===== config.mk =====
export PLATFORM = sky130hd
export DESIGN_NAME = dtm_trip_manager
export DESIGN_NICKNAME = d
export VERILOG_FILES = /design/src/inc/dtm_pkg.sv /design/src/hdl/dtm_trip_manager.sv
export SDC_FILE = /design/constraint.sdc
export NUM_CORES = 1
export LEC_CHECK = 0
export ABC_AREA = 1
export BUFFER_PORTS_ARGS = -buffer_cell sky130_fd_sc_hd__clkbuf_2
export CELL_PAD_IN_SITES_DETAIL_PLACEMENT = 0
export CELL_PAD_IN_SITES_GLOBAL_PLACEMENT = 1
export CORE_AREA = 2 2 291 221
export CTS_BUF_LIST = sky130_fd_sc_hd__clkbuf_2 sky130_fd_sc_hd__clkbuf_4 sky130_fd_sc_hd__clkbuf_8
export DETAILED_ROUTE_END_ITERATION = 8
export DIE_AREA = 0 0 293 223
export PLACE_DENSITY_LB_ADDON = 0.1
export SYNTH_ARGS = -nofsm -noshare
export SYNTH_HDL_FRONTEND = slang
export SYNTH_SLANG_ARGS = --single-unit

===== constraint.sdc =====
create_clock -name i_clk -period 3.77 [get_ports i_clk]
set_input_delay 0.1885 -clock i_clk [delete_from_list [all_inputs] [get_ports i_clk]]
set_output_delay 0.1885 -clock i_clk [all_outputs]
set_load 0.01 [all_outputs]

===== src/inc/dtm_pkg.sv =====
package dtm_pkg;
  // Clock and timing
  localparam int CLK_MHZ = 200;
  localparam int MS_CYCLES = CLK_MHZ * 1000;
  localparam int KEYPAD_LOSS_MS = 2000;
  localparam int OLT_150_MS = 60000;
  localparam int OLT_200_MS = 500;
  localparam int OLT_RATE_200 = OLT_150_MS / OLT_200_MS;

  // Terminal and selection codes
  localparam int NUM_MF = 11;
  localparam int NUM_OPT = 3;
  localparam logic [3:0] MF_EXT_TRIP = 4'h3;
  localparam logic [3:0] MF_BLOCK = 4'h4;
  localparam int PL_OUT_BIT = 1;
  localparam int PL_IN_BIT = 2;

  // Register byte addresses
  localparam logic [5:0] ADDR_CTRL = 6'h00;
  localparam logic [5:0] ADDR_CFG = 6'h04;
  localparam logic [5:0] ADDR_OVERSPEED = 6'h08;
  localparam logic [5:0] ADDR_ENC_TIME = 6'h0c;
  localparam logic [5:0] ADDR_PID_TIME = 6'h10;
  localparam logic [5:0] ADDR_MF_LO = 6'h14;
  localparam logic [5:0] ADDR_MF_HI = 6'h18;
  localparam logic [5:0] ADDR_TRIPS = 6'h1c;
  localparam logic [5:0] ADDR_LAST = 6'h20;
  localparam int CTRL_RESET_BIT = 0;

  // Reset values
  localparam logic [15:0] OVERSPEED_RST = 16'hffff;
  localparam logic [15:0] ENC_TIME_RST = 16'h03e8;
  localparam logic [15:0] PID_TIME_RST = 16'h03e8;

  // Trip indices
  localparam int T_OVER_LOAD = 0;
  localparam int T_UNDER_LOAD = 1;
  localparam int T_OVER_CURRENT = 2;
  localparam int T_OVER_VOLT = 3;
  localparam int T_LOW_VOLT = 4;
  localparam int T_ETHERMAL = 5;
  localparam int T_OUT_PHASE = 6;
  localparam int T_IN_PHASE = 7;
  localparam int T_DRIVE_OLT = 8;
  localparam int T_EXT_TRIP = 9;
  localparam int T_BLOCK = 10;
  localparam int T_HW_DIAG = 11;
  localparam int T_FAN = 12;
  localparam int T_OVERSPEED = 13;
  localparam int T_SPEED_DEV = 14;
  localparam int T_ENCODER = 15;
  localparam int T_PRE_PID = 16;
  localparam int T_LOST_KEYPAD = 17;
  localparam int T_LOST_CMD = 18;
  localparam int T_OPT1 = 19;
  localparam int NUM_TRIPS = 22;

  typedef logic [NUM_TRIPS-1:0] dtm_trips_t;

  // Clearing policy per trip
  localparam dtm_trips_t FATAL_MASK = NUM_TRIPS'(1) << T_HW_DIAG;
  localparam dtm_trips_t LEVEL_MASK = (NUM_TRIPS'(1) << T_LOW_VOLT) | (NUM_TRIPS'(1) << T_BLOCK)
    | (NUM_TRIPS'(1) << T_LOST_KEYPAD) | (NUM_TRIPS'(1) << T_LOST_CMD)
    | (NUM_TRIPS'(7) << T_OPT1);
  localparam dtm_trips_t LATCH_MASK = ~(FATAL_MASK | LEVEL_MASK);

  // Conditions from the power stage and feedback
  typedef struct packed {
    logic over_current;
    logic bus_under;
    logic bus_over;
    logic out_phase_loss;
    logic in_phase_loss;
    logic cur_above_150;
    logic cur_above_200;
    logic motor_overload;
    logic motor_underload;
    logic thermal_over;
    logic fan_fault;
    logic speed_dev;
    logic encoder_abn;
    logic keypad_link_ok;
    logic cmd_lost;
    logic [NUM_OPT-1:0] opt_present;
    logic [NUM_OPT-1:0] opt_comm_ok;
    logic nvm_fault;
    logic adc_fault;
    logic wdog1;
    logic wdog2;
    logic pid_below;
    logic pre_pid_run;
  } dtm_sense_t;

  // Protection settings word
  typedef struct packed {
    logic keypad_is_source;
    logic encoder_wire_check;
    logic speed_deviation_select;
    logic thermal_trip_select;
    logic underload_trip_select;
    logic overload_trip_select;
    logic [1:0] fan_trip_mode;
    logic [1:0] command_loss_mode;
    logic [1:0] keypad_loss_mode;
    logic [2:0] phase_loss_select;
  } dtm_cfg_t;
  localparam int CFG_W = $bits(dtm_cfg_t);
  localparam dtm_cfg_t CFG_RST = '0;

  // Fault history entry
  typedef struct packed {
    logic valid;
    logic [4:0] code;
  } dtm_hist_t;
endpackage : dtm_pkg


===== src/hdl/dtm_trip_manager.sv =====
// The register offsets and register access over Avalon-MM were chosen for this implementation.
`timescale 1ns/1ps
// Summary of operation
// - Latch trips hold after cause ends; clear on fault reset once cause gone.
// - Level trips follow their cause and never enter fault history.
// - Fatal trip survives fault reset; only power-on reset clears it.
// - Output current above 200% rated raises latch overcurrent trip.
// - Low bus gives level undervoltage; high bus gives latch overvoltage.
// - Output phase loss trips only when phase-loss select bit 1 set.
// - Input phase loss trips only when phase-loss select bit 2 set.
// - Drive overload inverse-time: 1 minute at 150%, 0.5 s at 200%.
// - Keypad source, nonzero mode: keypad link loss trips after 2 s.
// - Multifunction input with code 3 is an external latch trip.
// - Memory, ADC offset or watchdog fault raises fatal diagnostic trip.
// - Motor overload trip armed only with nonzero overload select.
// - Underload trip armed only with nonzero underload select.
// - Electronic thermal trip armed only with nonzero thermal select.
// - Cooling-fan fault trips only when fan trip mode is 0.
// - Speed above overspeed level raises latch overspeed trip.
// - Speed deviation trips when deviation select is 1.
// - Encoder fault persisting set time trips when wire check is 1.
// - Each option slot: removal after fit or link loss, level trip.
// - Command loss trips as level when command-loss mode nonzero.
// - Pre-PID feedback continuously below setting raises latch trip.
module dtm_trip_manager #(
  parameter int P_MS_CYCLES = dtm_pkg::MS_CYCLES,
  parameter int P_OLT_LIMIT = dtm_pkg::OLT_150_MS
) (
  input wire logic i_clk,
  input wire logic i_reset,
  input wire dtm_pkg::dtm_sense_t i_sense,
  input wire logic [dtm_pkg::NUM_MF-1:0] i_mf_in,
  input wire logic i_fault_reset,
  input wire logic [15:0] i_motor_speed,
  input wire logic [5:0] i_avs_address,
  input wire logic i_avs_read,
  input wire logic i_avs_write,
  input wire logic [31:0] i_avs_writedata,
  output logic [31:0] o_avs_readdata,
  output logic o_avs_waitrequest,
  output dtm_pkg::dtm_trips_t o_trips,
  output logic o_fault_held,
  output logic o_output_block,
  output dtm_pkg::dtm_hist_t o_hist
);
  import dtm_pkg::*;

  // Elaboration check on parameters
  if (P_MS_CYCLES < 1 || P_OLT_LIMIT < OLT_RATE_200) begin : g_bad_param
    $error("dtm_trip_manager: unsupported parameter values");
  end

  dtm_sense_t sense_s1_q, sense_q;
  logic [NUM_MF-1:0] mf_s1_q, mf_q;
  logic frst_s1_q, frst_q, frst_old_q;
  dtm_cfg_t cfg_q;
  logic [15:0] overspeed_q, enc_time_q, pid_time_q;
  logic [NUM_MF-1:0][3:0] mf_sel_q;
  logic [31:0] ms_cnt_q, olt_q, kp_cnt_q, enc_cnt_q, pid_cnt_q;
  logic ms_tick;
  logic [NUM_OPT-1:0] opt_seen_q;
  dtm_trips_t cause, trips_q, trip_d, new_hist;
  logic wr_ok, reset_evt, kp_lost, enc_bad, pid_bad;
  logic [31:0] rd_d;

  // Saturating millisecond counter step
  function automatic logic [31:0] ms_step(input logic [31:0] cnt, input logic run,
                                          input logic tick);
    if (!run) begin
      ms_step = '0;
    end else if (tick && cnt != '1) begin
      ms_step = cnt + 32'h1;
    end else begin
      ms_step = cnt;
    end
  endfunction : ms_step

  // Lowest set trip index
  function automatic logic [4:0] first_set(input dtm_trips_t v);
    first_set = '0;
    for (int i = NUM_TRIPS - 1; i >= 0; i--) begin
      if (v[i]) begin
        first_set = 5'(i);
      end
    end
  endfunction : first_set

  // Two-flop synchronisers for pins
  always_ff @(posedge i_clk) begin
    if (i_reset) begin
      sense_s1_q <= '0;
      sense_q <= '0;
      mf_s1_q <= '0;
      mf_q <= '0;
      frst_s1_q <= 1'b0;
      frst_q <= 1'b0;
      frst_old_q <= 1'b0;
    end else begin
      sense_s1_q <= i_sense;
      sense_q <= sense_s1_q;
      mf_s1_q <= i_mf_in;
      mf_q <= mf_s1_q;
      frst_s1_q <= i_fault_reset;
      frst_q <= frst_s1_q;
      frst_old_q <= frst_q;
    end
  end

  // Bus handshake: one wait cycle, then a single ready cycle
  assign wr_ok = i_avs_write && !o_avs_waitrequest;
  always_ff @(posedge i_clk) begin
    if (i_reset) begin
      o_avs_waitrequest <= 1'b1;
      o_avs_readdata <= '0;
    end else begin
      o_avs_waitrequest <= !((i_avs_read || i_avs_write) && o_avs_waitrequest);
      if (o_avs_waitrequest) begin
        o_avs_readdata <= rd_d;
      end
    end
  end

  // Read decode; unmapped reads as zero
  always_comb begin
    rd_d = '0;
    unique case (i_avs_address)
      ADDR_CFG: rd_d = 32'(cfg_q);
      ADDR_OVERSPEED: rd_d = 32'(overspeed_q);
      ADDR_ENC_TIME: rd_d = 32'(enc_time_q);
      ADDR_PID_TIME: rd_d = 32'(pid_time_q);
      ADDR_MF_LO: rd_d = mf_sel_q[7:0];
      ADDR_MF_HI: rd_d = 32'(mf_sel_q[NUM_MF-1:8]);
      ADDR_TRIPS: rd_d = 32'(trips_q);
      ADDR_LAST: rd_d = 32'(o_hist.code);
      default: rd_d = '0;
    endcase
  end

  // Setting registers
  always_ff @(posedge i_clk) begin
    if (i_reset) begin
      cfg_q <= CFG_RST;
      overspeed_q <= OVERSPEED_RST;
      enc_time_q <= ENC_TIME_RST;
      pid_time_q <= PID_TIME_RST;
      mf_sel_q <= '0;
    end else if (wr_ok) begin
      unique case (i_avs_address)
        ADDR_CFG: cfg_q <= dtm_cfg_t'(i_avs_writedata[CFG_W-1:0]);
        ADDR_OVERSPEED: overspeed_q <= i_avs_writedata[15:0];
        ADDR_ENC_TIME: enc_time_q <= i_avs_writedata[15:0];
        ADDR_PID_TIME: pid_time_q <= i_avs_writedata[15:0];
        ADDR_MF_LO: mf_sel_q[7:0] <= i_avs_writedata;
        ADDR_MF_HI: mf_sel_q[NUM_MF-1:8] <= i_avs_writedata[4*(NUM_MF-8)-1:0];
        default: ;
      endcase
    end
  end

  // Fault reset from pin edge or control write
  assign reset_evt = (frst_q && !frst_old_q)
    || (wr_ok && i_avs_address == ADDR_CTRL && i_avs_writedata[CTRL_RESET_BIT]);

  // Millisecond tick
  assign ms_tick = (ms_cnt_q == 32'(P_MS_CYCLES - 1));
  always_ff @(posedge i_clk) begin
    if (i_reset || ms_tick) begin
      ms_cnt_q <= '0;
    end else begin
      ms_cnt_q <= ms_cnt_q + 32'h1;
    end
  end

  // Inverse-time drive overload accumulator
  always_ff @(posedge i_clk) begin
    if (i_reset) begin
      olt_q <= '0;
    end else if (ms_tick) begin
      if (sense_q.cur_above_200) begin
        olt_q <= olt_q + 32'(OLT_RATE_200);
      end else if (sense_q.cur_above_150) begin
        olt_q <= olt_q + 32'h1;
      end else if (olt_q != '0) begin
        olt_q <= olt_q - 32'h1;
      end
    end
  end

  // Persistence timers
  assign kp_lost = cfg_q.keypad_is_source && cfg_q.keypad_loss_mode != '0
    && !sense_q.keypad_link_ok;
  assign enc_bad = cfg_q.encoder_wire_check && sense_q.encoder_abn;
  assign pid_bad = sense_q.pre_pid_run && sense_q.pid_below;
  always_ff @(posedge i_clk) begin
    if (i_reset) begin
      kp_cnt_q <= '0;
      enc_cnt_q <= '0;
      pid_cnt_q <= '0;
    end else begin
      kp_cnt_q <= (kp_cnt_q == 32'(KEYPAD_LOSS_MS)) && kp_lost ? kp_cnt_q
        : ms_step(kp_cnt_q, kp_lost, ms_tick);
      enc_cnt_q <= ms_step(enc_cnt_q, enc_bad, ms_tick);
      pid_cnt_q <= ms_step(pid_cnt_q, pid_bad, ms_tick);
    end
  end

  // Option fitted since power-up
  always_ff @(posedge i_clk) begin
    if (i_reset) begin
      opt_seen_q <= '0;
    end else begin
      opt_seen_q <= opt_seen_q | sense_q.opt_present;
    end
  end

  // Trip causes
  always_comb begin
    cause = '0;
    cause[T_OVER_LOAD] = cfg_q.overload_trip_select && sense_q.motor_overload;
    cause[T_UNDER_LOAD] = cfg_q.underload_trip_select && sense_q.motor_underload;
    cause[T_OVER_CURRENT] = sense_q.over_current;
    cause[T_OVER_VOLT] = sense_q.bus_over;
    cause[T_LOW_VOLT] = sense_q.bus_under;
    cause[T_ETHERMAL] = cfg_q.thermal_trip_select && sense_q.thermal_over;
    cause[T_OUT_PHASE] = cfg_q.phase_loss_select[PL_OUT_BIT] && sense_q.out_phase_loss;
    cause[T_IN_PHASE] = cfg_q.phase_loss_select[PL_IN_BIT] && sense_q.in_phase_loss;
    cause[T_DRIVE_OLT] = olt_q >= 32'(P_OLT_LIMIT);
    for (int i = 0; i < NUM_MF; i++) begin
      cause[T_EXT_TRIP] |= mf_q[i] && mf_sel_q[i] == MF_EXT_TRIP;
      cause[T_BLOCK] |= mf_q[i] && mf_sel_q[i] == MF_BLOCK;
    end
    cause[T_HW_DIAG] = sense_q.nvm_fault || sense_q.adc_fault
      || sense_q.wdog1 || sense_q.wdog2;
    cause[T_FAN] = cfg_q.fan_trip_mode == '0 && sense_q.fan_fault;
    cause[T_OVERSPEED] = i_motor_speed > overspeed_q;
    cause[T_SPEED_DEV] = cfg_q.speed_deviation_select && sense_q.speed_dev;
    cause[T_ENCODER] = enc_bad && enc_cnt_q >= 32'(enc_time_q);
    cause[T_PRE_PID] = pid_bad && pid_cnt_q >= 32'(pid_time_q);
    cause[T_LOST_KEYPAD] = kp_lost && kp_cnt_q == 32'(KEYPAD_LOSS_MS);
    cause[T_LOST_CMD] = cfg_q.command_loss_mode != '0 && sense_q.cmd_lost;
    for (int i = 0; i < NUM_OPT; i++) begin
      cause[T_OPT1 + i] = (opt_seen_q[i] && !sense_q.opt_present[i])
        || (sense_q.opt_present[i] && !sense_q.opt_comm_ok[i]);
    end
  end

  // Clearing policy: level follows, latch waits for reset, fatal holds; cause wins
  assign trip_d = (trips_q & ~LEVEL_MASK & ~(LATCH_MASK & {NUM_TRIPS{reset_evt}} & ~cause))
    | cause;
  assign new_hist = trip_d & ~trips_q & ~LEVEL_MASK;

  // Trip state and outputs
  always_ff @(posedge i_clk) begin
    if (i_reset) begin
      trips_q <= '0;
      o_fault_held <= 1'b0;
      o_output_block <= 1'b0;
    end else begin
      trips_q <= trip_d;
      o_fault_held <= |(trip_d & ~LEVEL_MASK);
      o_output_block <= |trip_d;
    end
  end
  assign o_trips = trips_q;

  // Fault history record of held trips
  always_ff @(posedge i_clk) begin
    if (i_reset) begin
      o_hist <= '0;
    end else begin
      o_hist.valid <= |new_hist;
      if (|new_hist) begin
        o_hist.code <= first_set(new_hist);
      end
    end
  end
endmodule : dtm_trip_manager


# Word level (Yosys, flattened, before mapping)
# Index checks and enable logic that the tools add are counted.
[word_totals]
regBits = 412
input_bits = 97
output_inout_bits = 63
elab_cells = 276
[classes]
addsub = 7
n_lt_le_gt_ge = 4
n_eq_ne = 36
mux = 21
bitwise_logic = 31
reduce_logical = 89
[ops]
columns = ["op", "count"]
rows = [
  ["$pmux 32 s8", 1],
  ["$add 32x1->32 const B", 5],
  ["$mux 32", 5],
  ["$ne 32x32->1 const B", 3],
  ["$mux 5", 15],
  ["$ge 32x16->1", 2],
  ["$logic_and 1x1->1", 51],
  ["$and 17x22->22", 2],
  ["$eq 4x2->1 const B", 11],
  ["$eq 4x3->1 const B", 11],
  ["$not 22->22", 2],
  ["$add 32x7->32 const B", 1],
  ["$eq 32x11->1 const B", 1],
  ["$eq 32x18->1 const B", 1],
  ["$ge 32x16->1 const B", 1],
  ["$reduce_bool 32->1", 1],
  ["$sub 32x1->32 const B", 1],
  ["$reduce_or 15->1", 2],
  ["$eq 6x5->1 const B", 4],
  ["$or 22x22->22", 1],
  ["$reduce_or 22->1", 1],
  ["$or 1x1->1", 20],
  ["$and 17x17->17", 1],
  ["$not 17->17", 1],
  ["other kinds (15)", 44],
]

# Depth between registers and ports, before layout
# Gate-level depths: netlist of the first run.
[depth]
depth_word = 33
ltp_mapped = 23
mapped_depth_nobuf = 23

# Worst setup path before layout of the first run
# OpenSTA, ideal clock, no wires.
[synth_path]
path_type = "register to register"
startpoint = "reg sense_q[21] (netlist bit)"
endpoint = "reg olt_q[23]"
setup_ns = 0.119
t_arrival_ns = 2.661
t_required_ns = 3.651
setup_slack_ns = 0.990
stages_incl_launch_ff = 14
n_path_buf = 0
period_less_slack_ns = 2.780
path_cell_list = "dfxtp_1 inv_1 ha_1 nand2_1 nor2_1 a211oi_1 o21bai_1 a21oi_1 o21ai_1 nand2_1 o211ai_1 or2_2 nand3_1 a21oi_1"
[synth_between]
elab_chain_len = 2
elab_cells_between_ends = 4
classes_between = "mux: 2; reduce/logical: 2"
[synth_rtl]
columns = ["element", "line", "rtl"]
rows = [
  ["start: declaration", "dtm_trip_manager.sv:53", "dtm_sense_t sense_s1_q, sense_q;"],
  ["start signal: assignment", "dtm_trip_manager.sv:100", "sense_q <= sense_s1_q;"],
  ["$reduce_bool 3->1 (no line) / $mux 32 (equally long branches)", "--", ""],
  ["$reduce_and 2->1 (no line) / $mux 32 (equally long branches)", "--", ""],
  ["end signal: assignment", "dtm_trip_manager.sv:180", "olt_q <= olt_q + 32'(OLT_RATE_200);"],
  ["end signal: assignment", "dtm_trip_manager.sv:182", "olt_q <= olt_q + 32'h1;"],
  ["end signal: assignment", "dtm_trip_manager.sv:184", "olt_q <= olt_q - 32'h1;"],
  ["end: declaration", "dtm_trip_manager.sv:59", "logic [31:0] ms_cnt_q, olt_q, kp_cnt_q, enc_cnt_q, pid_cnt_q;"],
]
# Several ways; a longest one is shown, not always the timed one.
# A chain may end at the register's enable or synchronous reset.

# Worst setup path after layout of the first run
[layout_path]
startpoint = "reg enc_cnt_q[15]"
endpoint = "reg enc_cnt_q[18]"
[layout_between]
elab_chain_len = 2
elab_cells_between_ends = 3
classes_between = "add/sub: 1; eq/ne: 1; reduce/logical: 1"
[layout_rtl]
columns = ["element", "line", "rtl"]
rows = [
  ["start: declaration", "dtm_trip_manager.sv:59", ""],
  ["start signal: assignment", "dtm_trip_manager.sv:202", "enc_cnt_q <= ms_step(enc_cnt_q, enc_bad, ms_tick);"],
  ["parallel branches: the longest is 2 deep, another holds $add 32x1->32", "--", ""],
]
# Several ways; the timed one is not identified.

==> summary.txt, run 1 <==
Status = finished clean
Pwr dens = 373 nW/um^2
RR Endpoint = enc_cnt_q[18]
Grt ovf = 0
Unrepaired setup endpoints after global routing = false
Number of DRC markers in iteration 0 = 1997
Post-synthesis instance total = 3159
Hold Slack = 0.181 ns
Worst-path maximum fanout = 5
Hold Path End = o_avs_readdata[27]
Period minus WS final = 3.29 ns
Leakage = 10.6 nW
FFs w/ async S/R, synth = 0%
Peak VDD IR = 0.000240 V
Top area cells in the synthesized netlist = dfxtp_1 38%, nand2_1 9.8%, inv_1 7.4%
Area Growth Syn to Fin = 19.0%
CP required = 4.28 ns
Final nets = 3593
CTS sink count = 412
Initial Utilization = 34.6%
CP endpoint kind = register
Post-DRT Antenna Nets = 0
Synthesized Nets = 3341
Max_cap viols = 0
Rows = 80
Crit path DAT = 3.80 ns
Worst-margin pin slew = 1.00 ns
Synth Area per Inst = 6.87 sq um
Via count = 22100
Min-delay worst type = primary input to register
CTS clock-pin slew for the worst setup and hold paths = 0.06 ns
DRT Pass-1 Iters = 6
Startpoint types = register
Cells on worst reg2reg path = 12
Post CTS Setup Buffer Count = 0
Buffers added on ports = 159
All-Layer GR Usage = 24.5%
Flop2flop setup slack = 0.48 ns
Finished Layout Cells = 4285
HP Start = i_avs_address[5]
Antenna violations before repair = 0
Top FF cell, synth = dfxtp_1
WS Path Type = register to register
Final Cycle Share = 87.4%
Avg WL per Cell = 18.9 microns
Setup ws final = 0.476 ns
CTS tree = yes
N_diodes = 0
Final hold vios = 0
Yosys warnings = 0
Setup Slack @ Placement = 0.501 ns
IO Count = 160
Fin. max-slew vios = 0
Placement Cell Area = 23400 sq um
Drt total wl = 81100 microns
Crit Reg-Reg Startpoint = enc_cnt_q[15]
Num CTS Buffers = 74
Die Y = 223 microns
First-pass GRT wire length = 124000 microns
Seq cells post-synth = 412
Slew HR = 33.3%
Post-DP HPWL = 61900 microns
Die Area = 65300 sq um
Hold path cells = 6
Global placer's final weighted congestion = 0.925
CORE AREA = 62800 sq um
Mapped Area = 21700 sq um
Max Clock Freq = 304 MHz
Number of global-route vias before repair = 20900
EDFF count, synth = 0
Layout cells sized above 1 = 11.4%
Clk root buf = clkbuf_8
Drc violations = 0
Finished Cell Area = 25800 sq um
Post-synthesis sequential area ratio = 38.0%
Mean number of vias per cell = 5.15
Final setup vio count = 0
Placed cells = 4072
Clk buf depth = 3
Yosys top cell area share = 38.0%
Clock Latency Late Sink = 0.66 ns
Clk_skew = 0.0250 ns
Largest net degree at the start of global routing = 112
DIE WIDTH = 293 microns
Area leader, netlist = dfxtp_1
Setup_tns = 0 ns
Post-synth cell types = 57
H-tree depth = 3
-- area by class of cell --
cell class              count  area, sq um
fillers                  6719        36900
multi-input cells        2184        11300
flip-flops and latches    412         8250
repair buffers            272         1870
inverters                 467         1760
clock buffers             118         1460
well taps                 820         1030
clock inverters            12          145
-- kinds of logic after synthesis --
kind of cell	count (synthesis)	synth area share (%)
AND/OR/NAND/NOR	1365	27.5
adder cells (fa/ha/maj)	85	4.93
flip-flops	412	38.0
buffers and inverters	563	9.81
AO/OA/AOI/OAI	670	17.2
XOR/XNOR	64	2.58
-- worst max-delay path: stages, from the launching register on --
cell and delay (ns):
dfxtp_1 0.49, nand2_1 0.18, nor3_1 0.58, nand2_1 0.17, nor3_1 0.17, nand3_1 0.24
o21ai_1 0.62, nor2_1 0.16, nand2_1 0.14, nor3_1 0.05, nand3_1 0.15, nand3b_1 0.13
a21oi_1 0.06
-- registers in the layout, indices dropped and copies added (netlist names), 15 cells and up --
register,cells
kp_cnt_q,32
enc_cnt_q,32
cfg_q,15
o_avs_readdata,32
pid_time_q,16
o_trips,22
sense_q,24
sense_s1_q,27
pid_cnt_q,32
olt_q,32
overspeed_q,16
mf_sel_q,44
ms_cnt_q,32
enc_time_q,16
-- power breakdown --
part,switching (mW),internal (mW),leakage (nW)
Clock,2.02,2.60,0.850
Sequential,0.0373,4.42,3.34
Combinational,0.361,0.206,6.41
Total,2.42,7.22,10.6
-- synthesized netlist by cell type, drive strengths merged, types with 8 or more instances --
cell      n
inv     462
nor4     53
o21ai   227
a31oi    13
nor3b    13
a21o      8
buf      11
or2      17
a21oi   293
ha       84
a221oi    9
o211ai   32
xnor2    10
nor3    110
xor2     54
nand4    72
clkbuf   85
nand2   571
nand3   115
nor2    403
o21bai    9
dfxtp   412
o22ai    27
a211oi   13
-- placed cells by master, fill, tap and decap left out, drive strengths merged, types with 4 or more instances in the layout --
master       count
nor2           403
a21oi          293
inv            467
xnor2           10
nor4            53
a31oi           13
a211oi          13
nand3          115
o31ai            4
nand4           72
dfxtp          412
a221oi           9
dlygate4sd3     83
o21a             6
nand3b           6
nor3b           13
ha              84
buf             31
a22oi            6
a21o             8
nand2          571
o41ai            6
clkbuf         276
or2             17
o2111ai          4
o211ai          32
nor3           110
o22ai           27
xor2            54
clkinv           9
o21bai           9
o21ai          227
-- stage by stage --
step	utilization, %	total power [mW]
3_3_place_gp	37.3	5.04
3_5_place_dp	37.3	5.05
2_1_floorplan	-	4.81
6_report	41.2	9.64
5_1_grt	41.2	10.0
4_1_cts	41.2	9.77
-- metal layers --
layer,share of wire [%],track usage [%]
met1,50,36.7
met2,40,35.1
met3,7.1,4.75
met4,2.6,7.00
met5,0,0
-- what timing repair did --
action | in CTS | in global routing
endpoints found under the hold margin | 170 | 0
resized for setup | 0 | 0
hold buffers | 83 | 0
-- how the worst max path moves through the flow --
stage	from	endpoint	slack (ns)	depth (start not counted)
after CTS	enc_cnt_q[15]	enc_cnt_q[18]	0.50	12
after global placement	enc_cnt_q[15]	enc_cnt_q[18]	0.48	12
after floorplan	sense_q[21]	olt_q[23]	0.99	13
final	enc_cnt_q[15]	enc_cnt_q[18]	0.48	12
after global routing	enc_cnt_q[15]	enc_cnt_q[18]	0.25	12
after detailed placement	enc_cnt_q[15]	enc_cnt_q[18]	0.50	12
Note: power is estimated with default switching activity, not from simulation.
==> run 2: changes to the inputs <==
RECOVER_POWER = 100   (was unset)
SETUP_SLACK_MARGIN = 0.4   (was unset)
clock period = 4.05 ns   (was 3.77 ns; I/O delays follow)
==> summary.txt, run 2 (synthesized netlist as in run 1, its figures left out) <==
Unrepaired setup endpoints after global routing = false
Min-delay worst type = primary input to register
Power share of the clock group = 47.6%
CP required = 4.61 ns
Most frequent cells in the layout = 568 x nand2_1, 436 x inv_1, 412 x dfxtp_1
Grt ovf = 0
Failing checks = capacitance limit, slew limit
Post_cts resized = 0
Flop2flop setup slack = 0.60 ns
Gr busiest metal = met1
First-pass GRT wire length = 122000 microns
Final nets = 3587
Leading cell type in the layout, fill and taps excluded = nand2_1
Mean number of vias per cell = 5.16
CTS sink count = 412
WS Path Type = register to register
Number of DRC markers in iteration 0 = 1715
Final Power = 8.91 mW
Sw frac = 25.0%
Area Growth Syn to Fin = 17.8%
Clk_skew = 0.0419 ns
Clk buf depth = 3
All-Layer GR Usage = 24.2%
Final hold vios = 0
Clock Latency Late Sink = 0.67 ns
Largest net degree at the start of global routing = 114
Die Y = 223 microns
Met3 Resource Use GR = 3.95%
Final Cycle Share = 85.1%
Int Pwr = 6.68 mW
Drt total wl = 81200 microns
Sequential power share = 46.5%
Rows = 80
Worst-margin pin slew = 1.83 ns
Die Area = 65300 sq um
Leakage = 10.3 nW
Global placer's final weighted congestion = 0.915
Crit path DAT = 4.01 ns
IO Count = 160
CTS clock-pin slew for the worst setup and hold paths = 0.06 ns
Antenna violations before repair = 0
CP endpoint kind = register
Finished Cell Area = 25600 sq um
Via count = 22000
Drc violations = 0
Final setup vio count = 0
DRT Pass-1 Iters = 6
Layout cells sized above 1 = 8.40%
Max Clock Freq = 290 MHz
Max reg flops = 44
P_sw = 2.23 mW
Num CTS Buffers = 76
Clk root buf = clkbuf_8
Worst-path maximum fanout = 27
Grt met2 use = 35.0%
Logic gate share of total power = 5.8%
M1 GR Usage = 36.9%
N_diodes = 0
Peak VDD IR = 0.000205 V
Max_cap viols = 2
Avg WL per Cell = 19.0 microns
Setup_tns = 0 ns
Slew HR = -22.2%
Util after Layout = 40.7%
Post-DP HPWL = 62200 microns
CTS tree = yes
H-tree depth = 3
Number of global-route vias before repair = 20400
Hold Slack = 0.229 ns
Period minus WS final = 3.45 ns
Post-DRT Antenna Nets = 0
Fin. max-slew vios = 35
Placement Cell Area = 23400 sq um
Startpoint types = register
Buffers added on ports = 159
Pwr dens = 349 nW/um^2
Top reg by flops = mf_sel_q
CORE AREA = 62800 sq um
Post CTS Setup Buffer Count = 0
Status = finished, violations left
Initial Utilization = 34.6%
Cts hold-fix bufs = 78
DIE WIDTH = 293 microns
## run 2: changes by cell type in the layout (fill, tap and decap cells not counted), sizes merged
cell | previous run | this run
clkinvlp | 1 | 3
buf | 31 | 16
inv | 467 | 460
clkbuf | 276 | 282
dlygate4sd3 | 83 | 78
clkinv | 9 | 16
## run 2: layout make-up
class,instances,area (sq um)
Clock buffer,112,1440
Clock inverter,14,135
Fill cell,6802,37200
Inverter,467,1760
Multi-Input combinational cell,2184,11300
Sequential cell,412,8250
Tap cell,820,1030
Timing Repair Buffer,264,1680
## run 2: through the flow
stage | setup slack (ns) | cells
floorplan | 1.27 | 3159
global placement | 0.318 | 4069
detailed placement | 0.810 | 4069
CTS | 0.800 | 4273
global route | 0.275 | 4273
finish | 0.604 | 4273
## run 2: path summary, 6_finish.rpt
check	from	end	depth (start not counted)
worst max-delay path	cfg_q[4]	kp_cnt_q[7]	13
worst min-delay path	i_avs_write	overspeed_q[0]	4
worst max register to register	cfg_q[4]	kp_cnt_q[7]	13
worst min register to register	sense_s1_q[9]	sense_q[9]	2
## run 2: per-layer routing
metal | share of wire [%] | wire, microns
met5 | 0 | 0
met4 | 2.2 | 1800
met3 | 6.0 | 4900
met2 | 40 | 32900
met1 | 51 | 41600
## run 2: power by group through the flow
stage	combinational (mW)	clock, mW	sequential [mW]
2_1_floorplan	0.255	0	4.23
3_3_place_gp	0.461	0	4.24
3_5_place_dp	0.462	0	4.24
4_1_cts	0.525	4.36	4.15
5_1_grt	0.574	4.53	4.15
6_report	0.521	4.24	4.15
## run 2: critical path, cell delays in order, from the launching register on
cell      delay, ns
dfxtp_1        0.38
nor2_1         0.10
nor3_2         0.16
clkbuf_1       0.63
inv_1          0.51
nor4_1         0.32
nand4_1        0.27
nand2_2        0.16
buf_4          0.32
nor2_1         0.14
nand2_1        0.12
nor2_1         0.06
a21oi_1        0.12
nor2_1         0.05
==> run 3: changes to the inputs <==
==> constraint.sdc (replaced) <==
create_clock -name i_clk -period 4.05 [get_ports i_clk]
set_input_delay 0.6075 -clock i_clk [delete_from_list [all_inputs] [get_ports i_clk]]
set_output_delay 0.6075 -clock i_clk [all_outputs]
set_load 0.01 [all_outputs]
==> summary.txt, run 3 (synthesized netlist as in run 1, its figures left out) <==
Status = finished, violations left
Failing checks = capacitance limit, slew limit
Largest net degree at the start of global routing = 139
CTS clock-pin slew for the worst setup and hold paths = 0.06 ns
Number of global-route vias before repair = 20500
Sw frac = 25.1%
DRT Pass-1 Iters = 6
P_sw = 2.22 mW
Post_cts resized = 1
Via count = 21800
CP required = 4.58 ns
Post-DP HPWL = 62800 microns
Initial Utilization = 34.6%
Area Growth Syn to Fin = 14.4%
CTS tree = yes
Layout cells sized above 1 = 8.92%
All-Layer GR Usage = 24.5%
Layout filler cell count = 6736
Crit Reg-Reg Startpoint = sense_q[21]
Crit path DAT = 3.95 ns
Max_cap viols = 3
CORE AREA = 62800 sq um
Unrepaired setup endpoints after global routing = false
Cells on worst reg2reg path = 15
Max reg flops = 44
Clk buf depth = 3
RR Endpoint = olt_q[31]
WS Path Type = register to register
Global placer's final weighted congestion = 0.921
IO Count = 160
Mean number of vias per cell = 5.17
Sequential power share = 46.9%
Hold Path End = o_avs_waitrequest
Util after Layout = 39.6%
H-tree depth = 3
Power share of the clock group = 47.8%
Leakage = 9.97 nW
Min-delay worst type = primary input to register
Buffers added on ports = 159
Flop2flop setup slack = 0.63 ns
Leading cell type in the layout, fill and taps excluded = nand2_1
Rows = 80
First-pass GRT wire length = 124000 microns
Cts hold-fix bufs = 0
Grt ovf = 0
CP endpoint kind = register
Top reg by flops = mf_sel_q
Pwr dens = 356 nW/um^2
Die Y = 223 microns
Clk_skew = 0.0386 ns
Avg WL per Cell = 19.3 microns
Final nets = 3510
Post-DRT Antenna Nets = 0
Drt total wl = 81100 microns
Placement Cell Area = 23400 sq um
Hold path cells = 2
Antenna violations before repair = 3
Final hold vios = 0
N_diodes = 0
Most frequent cells in the layout = 568 x nand2_1, 437 x inv_1, 412 x dfxtp_1
Finished Cell Area = 24800 sq um
Clock Latency Late Sink = 0.67 ns
Num CTS Buffers = 75
Final setup vio count = 0
Int Pwr = 6.62 mW
Setup_tns = 0 ns
Final Power = 8.84 mW
Fin. max-slew vios = 182
Startpoint types = register
Slew HR = -49.5%
HP Start = i_avs_read
Die Area = 65300 sq um
Number of DRC markers in iteration 0 = 1756
Post CTS Setup Buffer Count = 0
DIE WIDTH = 293 microns
CTS sink count = 412
Final Cycle Share = 84.5%
Peak VDD IR = 0.000186 V
Max Clock Freq = 292 MHz
Clk root buf = clkbuf_8
Logic gate share of total power = 5.2%
Period minus WS final = 3.42 ns
Worst-margin pin slew = 2.24 ns
Drc violations = 0
Worst-path maximum fanout = 31
run 3: cell count changes in the layout (fill, tap and decap cells not counted), sizes merged:
cell / before / now
clkbuf: 282 / 289
clkinvlp: 3 / 5
clkinv: 16 / 17
dlygate4sd3: 78 / 0
bufinv: 2 / 1
buf: 16 / 18
inv: 460 / 458
run 3: worst max-delay path by stage:
stage	cells past startpoint	slack [ns]	end	from
finish	15	0.63	olt_q[31]	sense_q[21]
CTS	9	0.89	enc_cnt_q[15]	enc_cnt_q[25]
global route	16	0.33	olt_q[24]	sense_q[21]
floorplan	13	1.27	olt_q[23]	sense_q[21]
detailed placement	9	0.38	enc_cnt_q[17]	enc_cnt_q[25]
global placement	9	0.37	enc_cnt_q[27]	enc_cnt_q[25]
run 3: area by class of cell:
type / instances / area (sq um) / share of cell area, %
multi-input cells: 2184 / 11300 / 45.5
inverters: 467 / 1760 / 7.07
well taps: 820 / 1030 / 4.13
flip-flops and latches: 412 / 8250 / 33.2
clock inverters: 14 / 111 / 0.448
clock buffers: 119 / 1480 / 5.94
repair buffers: 188 / 912 / 3.67
run 3: power by group through the flow:
stage,clock network (mW),registers (mW),logic [mW]
6_report,4.23,4.15,0.464
5_1_grt,4.54,4.15,0.518
4_1_cts,4.35,4.15,0.469
3_5_place_dp,0,4.23,0.468
3_3_place_gp,0,4.23,0.466
2_1_floorplan,0,4.23,0.255
run 3: metal layers:
layer | wire length, microns | part of all wire (%) | vias up | global-route usage, %
met4 | 1430 | 1.8 | 0 | 5.54
li1 | - | - | 10800 | -
met1 | 42600 | 53 | 10200 | 38.4
met5 | 0 | 0 | - | 0
met3 | 4980 | 6.1 | 93 | 3.53
met2 | 32100 | 40 | 684 | 34.8
run 3: through the flow:
stage	setup slack (ns)	hold WS [ns]	std cells
floorplan	1.27	0.388	3159
global placement	0.375	0.394	4071
detailed placement	0.382	0.392	4071
CTS	0.888	0.0776	4204
global route	0.333	0.105	4204
finish	0.629	0.144	4204
run 3: worst max-delay path, cell delays in order (launching register included):
cell and delay, ns:
dfxtp_1 0.46, inv_1 0.06, clkbuf_2 0.45, ha_1 0.56, nand2_1 0.07, nor2_1 0.09
a211oi_1 0.08, o21bai_1 0.15, a21oi_1 0.13, o21ai_1 0.34, inv_1 0.11, o21ai_1 0.33
nand2_1 0.16, a21o_1 0.18, nand3_1 0.07, a21oi_1 0.07
